$ cat config.mk
export PLATFORM = sky130hd
export DESIGN_NAME = pbtc_top
export DESIGN_NICKNAME = d
export VERILOG_FILES = /design/src/hdl/pbtc_pkg.sv /design/src/hdl/pbtc_seg_decoder.sv /design/src/hdl/pbtc_top.sv
export SDC_FILE = /design/constraint.sdc
export NUM_CORES = 1
export LEC_CHECK = 0
export BUFFER_PORTS_ARGS = -buffer_cell sky130_fd_sc_hd__buf_2
export CORE_UTILIZATION = 45
export CTS_CLUSTER_DIAMETER = 30
export CTS_CLUSTER_SIZE = 30
export DETAILED_ROUTE_END_ITERATION = 8
export PLACE_DENSITY = 0.76
export SKIP_CTS_REPAIR_TIMING = 1
export SYNTH_ARGS = -nofsm -noshare
export SYNTH_HDL_FRONTEND = slang
export SYNTH_HIERARCHICAL = 1
export SYNTH_SLANG_ARGS = --single-unit
$ cat constraint.sdc
create_clock -name hclk -period 2.05 [get_ports hclk]
set_clock_uncertainty 0.2 [all_clocks]
set_input_delay 0.205 -clock hclk [delete_from_list [all_inputs] [get_ports hclk]]
set_output_delay 0.205 -clock hclk [all_outputs]
set_load 0.01 [all_outputs]
$ cat src/hdl/pbtc_pkg.sv
package pbtc_pkg;

  // Register byte offsets
  localparam logic [7:0] PBTC_CTRL_OFS = 8'h00;
  localparam logic [7:0] PBTC_STATUS_OFS = 8'h04;
  localparam logic [7:0] PBTC_PRESET_OFS = 8'h08;
  localparam logic [7:0] PBTC_EVENTS_OFS = 8'h0C;

  // Control register bit positions, all write-only pulses
  localparam int PBTC_CTRL_START_BIT = 0;
  localparam int PBTC_CTRL_HALT_BIT = 1;
  localparam int PBTC_CTRL_CLEAR_BIT = 2;

  // Status register field positions
  localparam int PBTC_ST_COUNT_LSB = 0;
  localparam int PBTC_ST_PRESET_LSB = 8;
  localparam int PBTC_ST_RUN_BIT = 16;
  localparam int PBTC_ST_MATCH_BIT = 17;
  localparam int PBTC_ST_LOAD_BIT = 18;
  localparam int PBTC_ST_SCAN_BIT = 19;
  localparam int PBTC_ST_CARRY_BIT = 20;

  // Event register bit positions, write one to clear
  localparam int PBTC_EV_WRAP_BIT = 0;
  localparam int PBTC_EV_MATCH_BIT = 1;

  // Reset values
  localparam logic [3:0] PBTC_DIGIT_RST = 4'h0;
  localparam logic [6:0] PBTC_SEG_RST = 7'h7F;
  localparam logic PBTC_CARRY_RST = 1'b1;

  // BCD limits
  localparam logic [3:0] PBTC_DIGIT_MAX = 4'h9;
  localparam logic [3:0] PBTC_DIGIT_ONE = 4'h1;

  // Timing: carry stays low this long after a wrap
  localparam int PBTC_CLK_PERIOD_NS = 10;
  localparam int PBTC_CARRY_LOW_NS = 40;
  localparam int PBTC_CARRY_LOW_CYC =
    (PBTC_CARRY_LOW_NS + PBTC_CLK_PERIOD_NS - 1) / PBTC_CLK_PERIOD_NS;
  localparam int PBTC_SYNC_STAGES = 2;

  // Run flip-flop state
  typedef enum logic [0:0] {
    PBTC_STOPPED = 1'b0,
    PBTC_RUNNING = 1'b1
  } pbtc_run_e;

  // Pin inputs of the counter
  typedef struct packed {
    logic start;
    logic halt;
    logic clear_n;
    logic count_n;
    logic scan;
    logic load_n;
    logic [3:0] prog_n;
  } pbtc_pins_in_s;

  localparam int PBTC_PIN_IN_W = 10;

  // Idle pin levels in struct order: no start, no halt, no clear, count high,
  // ones scanned, no load, program data all high
  localparam logic [PBTC_PIN_IN_W-1:0] PBTC_PIN_IDLE = 10'h0FF;

  // Pin outputs of the counter
  typedef struct packed {
    logic run;
    logic carry;
    logic match;
    logic [6:0] seg_n;
    logic ones_strobe_n;
    logic tens_strobe_n;
  } pbtc_pins_out_s;

endpackage : pbtc_pkg

$ cat src/hdl/pbtc_seg_decoder.sv
`timescale 1ns/10ps
module pbtc_seg_decoder (
  input wire logic [3:0] digit,
  output logic [6:0] seg_n
);
  import pbtc_pkg::*;

  // Bit order g f e d c b a; codes above nine blank the digit
  always_comb begin
    unique case (digit)
      4'h0: seg_n = 7'h40;
      4'h1: seg_n = 7'h79;
      4'h2: seg_n = 7'h24;
      4'h3: seg_n = 7'h30;
      4'h4: seg_n = 7'h19;
      4'h5: seg_n = 7'h12;
      4'h6: seg_n = 7'h02;
      4'h7: seg_n = 7'h78;
      4'h8: seg_n = 7'h00;
      4'h9: seg_n = 7'h10;
      default: seg_n = PBTC_SEG_RST;
    endcase
  end

endmodule : pbtc_seg_decoder

$ cat src/hdl/pbtc_top.sv
// The AHB-Lite register port and the register addresses are this design's own decisions.
`timescale 1ns/10ps
module pbtc_top #(
  parameter int SYNC_STAGES = pbtc_pkg::PBTC_SYNC_STAGES,
  parameter int CARRY_LOW_CYC = pbtc_pkg::PBTC_CARRY_LOW_CYC
) (
  input wire logic hclk,
  input wire logic hresetn,
  input wire logic hsel,
  input wire logic [31:0] haddr,
  input wire logic [1:0] htrans,
  input wire logic hwrite,
  input wire logic [2:0] hsize,
  input wire logic [31:0] hwdata,
  input wire logic hready,
  output logic hreadyout,
  output logic hresp,
  output logic [31:0] hrdata,
  input wire pbtc_pkg::pbtc_pins_in_s pins_in,
  output pbtc_pkg::pbtc_pins_out_s pins_out
);
  import pbtc_pkg::*;

  localparam int CW = (CARRY_LOW_CYC > 1) ? $clog2(CARRY_LOW_CYC + 1) : 1;

  if (SYNC_STAGES < 2) begin : g_bad_sync
    $error("SYNC_STAGES must be at least 2");
  end
  if (CARRY_LOW_CYC < 1) begin : g_bad_carry
    $error("CARRY_LOW_CYC must be at least 1");
  end

  // Pin synchronisers; only the last stage is read by logic
  // Chains reset to idle levels so no false clear, load or count edge follows reset
  logic [PBTC_PIN_IN_W-1:0] pin_raw;
  logic [PBTC_PIN_IN_W-1:0] pin_sync;
  logic [SYNC_STAGES-1:0] sync_chain_reg [PBTC_PIN_IN_W];
  assign pin_raw = pins_in;

  for (genvar i = 0; i < PBTC_PIN_IN_W; i++) begin : g_sync
    always_ff @(posedge hclk or negedge hresetn) begin
      if (!hresetn) begin
        sync_chain_reg[i] <= {SYNC_STAGES{PBTC_PIN_IDLE[i]}};
      end else begin
        sync_chain_reg[i] <= {sync_chain_reg[i][SYNC_STAGES-2:0], pin_raw[i]};
      end
    end
    assign pin_sync[i] = sync_chain_reg[i][SYNC_STAGES-1];
  end

  pbtc_pins_in_s pin_s;
  assign pin_s = pin_sync;

  // AHB-Lite slave, zero wait states
  logic accept;
  logic dp_write_reg;
  logic [7:0] dp_addr_reg;
  logic [31:0] hrdata_reg;
  logic [31:0] read_value;
  logic wr_ctrl;
  logic wr_preset;
  logic wr_events;

  assign accept = hsel && htrans[1] && hready;
  assign hreadyout = 1'b1;
  assign hresp = 1'b0;
  assign hrdata = hrdata_reg;
  assign wr_ctrl = dp_write_reg && (dp_addr_reg == PBTC_CTRL_OFS);
  assign wr_preset = dp_write_reg && (dp_addr_reg == PBTC_PRESET_OFS);
  assign wr_events = dp_write_reg && (dp_addr_reg == PBTC_EVENTS_OFS);

  always_ff @(posedge hclk or negedge hresetn) begin
    if (!hresetn) begin
      dp_write_reg <= 1'b0;
      dp_addr_reg <= 8'h00;
    end else begin
      dp_write_reg <= accept && hwrite;
      dp_addr_reg <= accept ? {haddr[7:2], 2'b00} : dp_addr_reg;
    end
  end

  // Read data is registered at the address phase
  always_ff @(posedge hclk or negedge hresetn) begin
    if (!hresetn) begin
      hrdata_reg <= 32'h0000_0000;
    end else if (accept && !hwrite) begin
      hrdata_reg <= read_value;
    end
  end

  // Software control pulses, held one cycle
  logic sw_start;
  logic sw_halt;
  logic sw_clear;
  assign sw_start = wr_ctrl && hwdata[PBTC_CTRL_START_BIT];
  assign sw_halt = wr_ctrl && hwdata[PBTC_CTRL_HALT_BIT];
  assign sw_clear = wr_ctrl && hwdata[PBTC_CTRL_CLEAR_BIT];

  logic do_start;
  logic do_halt;
  logic do_clear;
  assign do_start = pin_s.start || sw_start;
  assign do_halt = pin_s.halt || sw_halt;
  assign do_clear = !pin_s.clear_n || sw_clear;

  // Run flip-flop
  pbtc_run_e run_reg;
  pbtc_run_e run_next;

  always_comb begin
    run_next = run_reg;
    if (do_clear) begin
      run_next = PBTC_STOPPED;
    end else if (do_halt) begin
      run_next = PBTC_STOPPED;
    end else if (do_start) begin
      run_next = PBTC_RUNNING;
    end
  end

  always_ff @(posedge hclk or negedge hresetn) begin
    if (!hresetn) begin
      run_reg <= PBTC_STOPPED;
    end else begin
      run_reg <= run_next;
    end
  end

  // Count input falling edge, seen on the synchronised level
  // A pin fall reaches the counter about three clocks later
  logic count_d_reg;
  logic count_fall;
  logic count_step;

  always_ff @(posedge hclk or negedge hresetn) begin
    if (!hresetn) begin
      count_d_reg <= 1'b1;
    end else begin
      count_d_reg <= pin_s.count_n;
    end
  end

  assign count_fall = count_d_reg && !pin_s.count_n;
  assign count_step = count_fall && (run_reg == PBTC_RUNNING);

  // Two BCD digits
  logic [3:0] ones_reg;
  logic [3:0] tens_reg;
  logic ones_top;
  logic tens_top;
  logic wrap;

  assign ones_top = (ones_reg == PBTC_DIGIT_MAX);
  assign tens_top = (tens_reg == PBTC_DIGIT_MAX);
  assign wrap = count_step && ones_top && tens_top && !do_clear;

  always_ff @(posedge hclk or negedge hresetn) begin
    if (!hresetn) begin
      ones_reg <= PBTC_DIGIT_RST;
      tens_reg <= PBTC_DIGIT_RST;
    end else if (do_clear) begin
      ones_reg <= PBTC_DIGIT_RST;
      tens_reg <= PBTC_DIGIT_RST;
    end else if (count_step) begin
      if (ones_top) begin
        ones_reg <= PBTC_DIGIT_RST;
        tens_reg <= tens_top ? PBTC_DIGIT_RST : tens_reg + PBTC_DIGIT_ONE;
      end else begin
        ones_reg <= ones_reg + PBTC_DIGIT_ONE;
      end
    end
  end

  // Carry idles high and drops for a short stretch per wrap, so the next stage
  // sees exactly one falling edge; clearing this stage never disturbs it
  logic carry_reg;
  logic [CW-1:0] carry_cnt_reg;

  always_ff @(posedge hclk or negedge hresetn) begin
    if (!hresetn) begin
      carry_reg <= PBTC_CARRY_RST;
      carry_cnt_reg <= '0;
    end else if (wrap) begin
      carry_reg <= 1'b0;
      carry_cnt_reg <= CW'(CARRY_LOW_CYC - 1);
    end else if (carry_cnt_reg != '0) begin
      carry_cnt_reg <= carry_cnt_reg - CW'(1);
    end else begin
      carry_reg <= 1'b1;
    end
  end

  // Preset latch
  logic loading;
  logic [3:0] prog_digit;
  logic [3:0] preset_ones_reg;
  logic [3:0] preset_tens_reg;

  assign loading = !pin_s.load_n;
  assign prog_digit = ~pin_s.prog_n;

  // Pin load wins over a software write in the same cycle
  always_ff @(posedge hclk or negedge hresetn) begin
    if (!hresetn) begin
      preset_ones_reg <= PBTC_DIGIT_RST;
      preset_tens_reg <= PBTC_DIGIT_RST;
    end else if (loading) begin
      if (pin_s.scan) begin
        preset_ones_reg <= prog_digit;
      end else begin
        preset_tens_reg <= prog_digit;
      end
    end else if (wr_preset) begin
      preset_ones_reg <= hwdata[3:0];
      preset_tens_reg <= hwdata[7:4];
    end
  end

  // Comparator
  logic match_reg;
  logic match_next;
  assign match_next = !loading && (ones_reg == preset_ones_reg) &&
    (tens_reg == preset_tens_reg);

  always_ff @(posedge hclk or negedge hresetn) begin
    if (!hresetn) begin
      match_reg <= 1'b0;
    end else begin
      match_reg <= match_next;
    end
  end

  // Display multiplexer
  logic [3:0] shown_digit;
  logic [6:0] seg_dec;
  logic [6:0] seg_n_reg;
  logic ones_strobe_n_reg;
  logic tens_strobe_n_reg;

  assign shown_digit = pin_s.scan ? ones_reg : tens_reg;

  pbtc_seg_decoder u_seg (
    .digit(shown_digit),
    .seg_n(seg_dec)
  );

  // Segments and strobes come from the same edge so digits never ghost
  always_ff @(posedge hclk or negedge hresetn) begin
    if (!hresetn) begin
      seg_n_reg <= PBTC_SEG_RST;
      ones_strobe_n_reg <= 1'b1;
      tens_strobe_n_reg <= 1'b1;
    end else begin
      seg_n_reg <= seg_dec;
      ones_strobe_n_reg <= !pin_s.scan;
      tens_strobe_n_reg <= pin_s.scan;
    end
  end

  // Sticky events; a set in the clearing cycle wins
  logic ev_wrap_reg;
  logic ev_match_reg;
  logic match_rise;
  assign match_rise = match_next && !match_reg;

  always_ff @(posedge hclk or negedge hresetn) begin
    if (!hresetn) begin
      ev_wrap_reg <= 1'b0;
    end else if (wrap) begin
      ev_wrap_reg <= 1'b1;
    end else if (wr_events && hwdata[PBTC_EV_WRAP_BIT]) begin
      ev_wrap_reg <= 1'b0;
    end
  end

  always_ff @(posedge hclk or negedge hresetn) begin
    if (!hresetn) begin
      ev_match_reg <= 1'b0;
    end else if (match_rise) begin
      ev_match_reg <= 1'b1;
    end else if (wr_events && hwdata[PBTC_EV_MATCH_BIT]) begin
      ev_match_reg <= 1'b0;
    end
  end

  // Register read mux; unmapped offsets read zero
  always_comb begin
    read_value = 32'h0000_0000;
    unique case ({haddr[7:2], 2'b00})
      PBTC_STATUS_OFS: begin
        read_value[PBTC_ST_COUNT_LSB +: 8] = {tens_reg, ones_reg};
        read_value[PBTC_ST_PRESET_LSB +: 8] = {preset_tens_reg, preset_ones_reg};
        read_value[PBTC_ST_RUN_BIT] = (run_reg == PBTC_RUNNING);
        read_value[PBTC_ST_MATCH_BIT] = match_reg;
        read_value[PBTC_ST_LOAD_BIT] = loading;
        read_value[PBTC_ST_SCAN_BIT] = pin_s.scan;
        read_value[PBTC_ST_CARRY_BIT] = carry_reg;
      end
      PBTC_PRESET_OFS: begin
        read_value[7:0] = {preset_tens_reg, preset_ones_reg};
      end
      PBTC_EVENTS_OFS: begin
        read_value[PBTC_EV_WRAP_BIT] = ev_wrap_reg;
        read_value[PBTC_EV_MATCH_BIT] = ev_match_reg;
      end
      default: begin
        read_value = 32'h0000_0000;
      end
    endcase
  end

  // Pin outputs
  always_comb begin
    pins_out.run = (run_reg == PBTC_RUNNING);
    pins_out.carry = carry_reg;
    pins_out.match = match_reg;
    pins_out.seg_n = seg_n_reg;
    pins_out.ones_strobe_n = ones_strobe_n_reg;
    pins_out.tens_strobe_n = tens_strobe_n_reg;
  end

endmodule : pbtc_top

==> results.md <==
- Routability Congestion: 0.816
- Fmax: 497 MHz
- Vias: 2,598
- Worst reg2reg startpoint: pin_s[5]
- Total CTS buffers: 9
- RR Endpoint: seg_n_reg[3]
- Pin count of the biggest net entering global routing: 43
- Register Area: 2090 um2
- Die area: around 8500 um2
- Num ports: 130
- CTS tree: built
- Synth Cell Area: 3660 um2
- Syn Inst Count: roughly 320
- H-Tree Depth: 3
- Fin crit period: 2010 ps
- DRT iter0 DRCs: between 150 and 200
- CTS sink count: 82
- Post-DP HPWL: between 5000 and 6000 um
- Cell row count: 32
- Multi-input gate area: ~1400 um2
- WHS Endpoint: preset_tens_reg[3]
- Hold/Removal Path Class: in2reg
- Switching pwr: 0.000786 W
- Vias in the first global route: 2,603
- Port buffer count: a little over 60
- Flop and latch count out of synthesis: 82
- Post-route cell area: ~4400 um2
- Max rail drop VDD: approximately 360 uV
- FF-to-FF setup slack: about 100 ps
- GRT overflow: 0
- Sw Share: 25.1%
- Final nets: 499
- Diode count: 0
- Share of cells above drive strength 1: 31.5%
- Power per cell area: 706 nW/um2
- Clk root buf: clkbuf_8
- Wire per inst: 14.8 um
- Largest fanout on the critical path: 6
- Crit path capture type: register
- Fillers: between 600 and 700
- Rel. slew slack: 64.8%
- Max cap viols: 0
- Sequential area share after synthesis: 56.9%
- Die X: 92.2 um
- Critical Path AT: 2080 ps
- DRC viols: 0
- Pleak: 2.17 nW
- Ys Warns: 6
- Outcome: finished with violations
- Placed inst area: 4060 um2
- Crit path kind: in2reg
- Ys flop type: dfrtp_1
- Syn_area_per_cell: between 10 and 15 um2
- Initial antenna violation count: 0
- Max reg flops: 21
- Clk pwr share: between 30% and 40%
- Least-Margin Pin Slew: 528 ps
- Yosys cell types: 47
- Final hold viol count: 3
- Worst hold margin: -22.7 ps
- Share of the synthesized area in the top cell type: about 38%
- Endpoints failing setup: 0
- Synth top area cells: dfrtp_1 (38%), dfstp_2 (19%), a22o_1 (4.1%), ha_1 (3.8%), buf_4 (3.7%)
- Data required, critical path: 2120 ps
- Die Span Y: roughly 92 um
- Initial Utilization: 46.9%
- First-pass GRT wire length: 12,800 um
- Logic pwr share: 8.5%
- 1st-pass router iterations: 4
- Vias per cell: 5.08
- Clk slew on worst S/H paths: 80 ps
- Reg2Reg Depth: 5
- Clock Path Buffers: 2
- Worst skew pair latency: 360 ps
- HP Start: hwdata[7]
- Pint: 0.00235 W
- Area leader, netlist: dfrtp_1
- Depth of the worst hold-timing path: 4
- Layout area overhead: 21.2%
- Max-slew violations: 0
- Critical Path Source Type: input pin
- Sequential group share of total power: 57.2%
- Ys async rst share: 100%
- Total core area: between 7000 and 8000 um2
- Post-synth EDFFs: 0
- Final WL: 7560 um
- GRT Total Usage: 19.6%
- Post-DRT Antenna Nets: 0
- Final period util: 98.2%
- Failing checks: hold timing
==> cells in the final DEF (no fill, tap or decap), drive strengths merged, types with 3 or more instances in the layout <==
| cell | count |
|---|---|
| xor2 | 7 |
| o21ai | 26 |
| dlygate4sd3 | 20 |
| nand2b | 6 |
| nand3 | 4 |
| conb | 13 |
| nor3 | 3 |
| mux2i | 3 |
| nand4 | 3 |
| nor2b | 4 |
| ha | 11 |
| dfrtp | 55 |
| a22o | 17 |
| a22oi | 6 |
| a21oi | 11 |
| nor2 | 19 |
| buf | 76 |
| mux2 | 18 |
| or3 | 4 |
| and3b | 3 |
| clkbuf | 12 |
| inv | 15 |
| dfstp | 27 |
| nand2 | 21 |
==> metrics by stage <==
step | std cells | setup TNS, ps | total power, W | setup slack, ps | utilization [%]
after global placement | 475 | 0 | 0.00205 | 116 | 52.0
after global routing | 511 | -1.30 | 0.00328 | -1.30 | 56.9
after floorplan | 327 | 0 | 0.00194 | 30.9 | -
final | 511 | 0 | 0.00314 | 36.3 | 56.9
after CTS | 491 | 0 | 0.00314 | 82.1 | 54.3
after detailed placement | 475 | 0 | 0.00206 | 100 | 52.0
==> layer usage <==
metal / GRT usage [%] / routed length, um
met1: 26.0 / 3420
met2: 31.8 / 3640
met3: 4.06 / 380
met4: 7.03 / 118
met5: 0 / 0
==> how the worst max path moves through the flow <==
| stage | startpoint | end | slack [ps] | cells after the start |
|---|---|---|---|---|
| global placement | pin_s[5] | seg_n_reg[3] | 120 | 5 |
| detailed placement | pin_s[5] | seg_n_reg[3] | 100 | 5 |
| CTS | pin_s[5] | seg_n_reg[3] | 80 | 5 |
| floorplan | pin_s[5] | seg_n_reg[3] | 30 | 8 |
| global route | haddr[5] | hrdata[7] | -1 | 7 |
| finish | haddr[4] | hrdata[7] | 40 | 7 |
==> cell type report <==
cell class                      instances  area share, %
Inverter                               14           1.18
Timing Repair Buffer                   96           14.2
Clock inverter                          4          0.563
Tap cell                              102           2.87
Sequential cell                        82           47.0
Clock buffer                           12           3.49
Multi-Input combinational cell        201           30.7
==> cell families (layout without fill, tap and decap cells) <==
logic type | count (synthesis) | after routing | synth area share [%]
mux | 21 | 21 | 6.35
xor+xnor | 9 | 9 | 2.15
compound gates | 68 | 68 | 12.2
other cells | 2 | 13 | 0.205
fa+ha+maj | 11 | 11 | 3.76
simple gates | 79 | 79 | 11.5
buf+inv | 44 | 126 | 6.93
flops | 82 | 82 | 56.9
==> synth_stat cells, drive strengths merged (3+ instances only) <==
cell type and number:
o21ai 26, or3 4, nand3 4, nor3 3
xor2 7, buf 24, nand4 3, nand2b 6
mux2 18, dfrtp 55, mux2i 3, ha 11
a22o 17, nor2b 4, nor2 19, inv 14
clkbuf 6, nand2 21, and3b 3, a21oi 11
a22oi 6, dfstp 27
==> critical path, cell delays in order <==
cell           delay (ps)
dlygate4sd3_1         550
buf_2                 140
or4_4                 550
nor3b_4               210
buf_4                 170
a22oi_1               100
o21ai_1               160
==> power by group through the flow <==
stage | Clock, W | Combinational, W | Sequential [W]
finish | 0.00108 | 0.000266 | 0.00180
global route | 0.00118 | 0.000299 | 0.00181
CTS | 0.00111 | 0.000238 | 0.00179
detailed placement | 0 | 0.000236 | 0.00182
global placement | 0 | 0.000228 | 0.00182
floorplan | 0 | 0.000149 | 0.00179
Note: power is estimated with default switching activity, not from simulation.
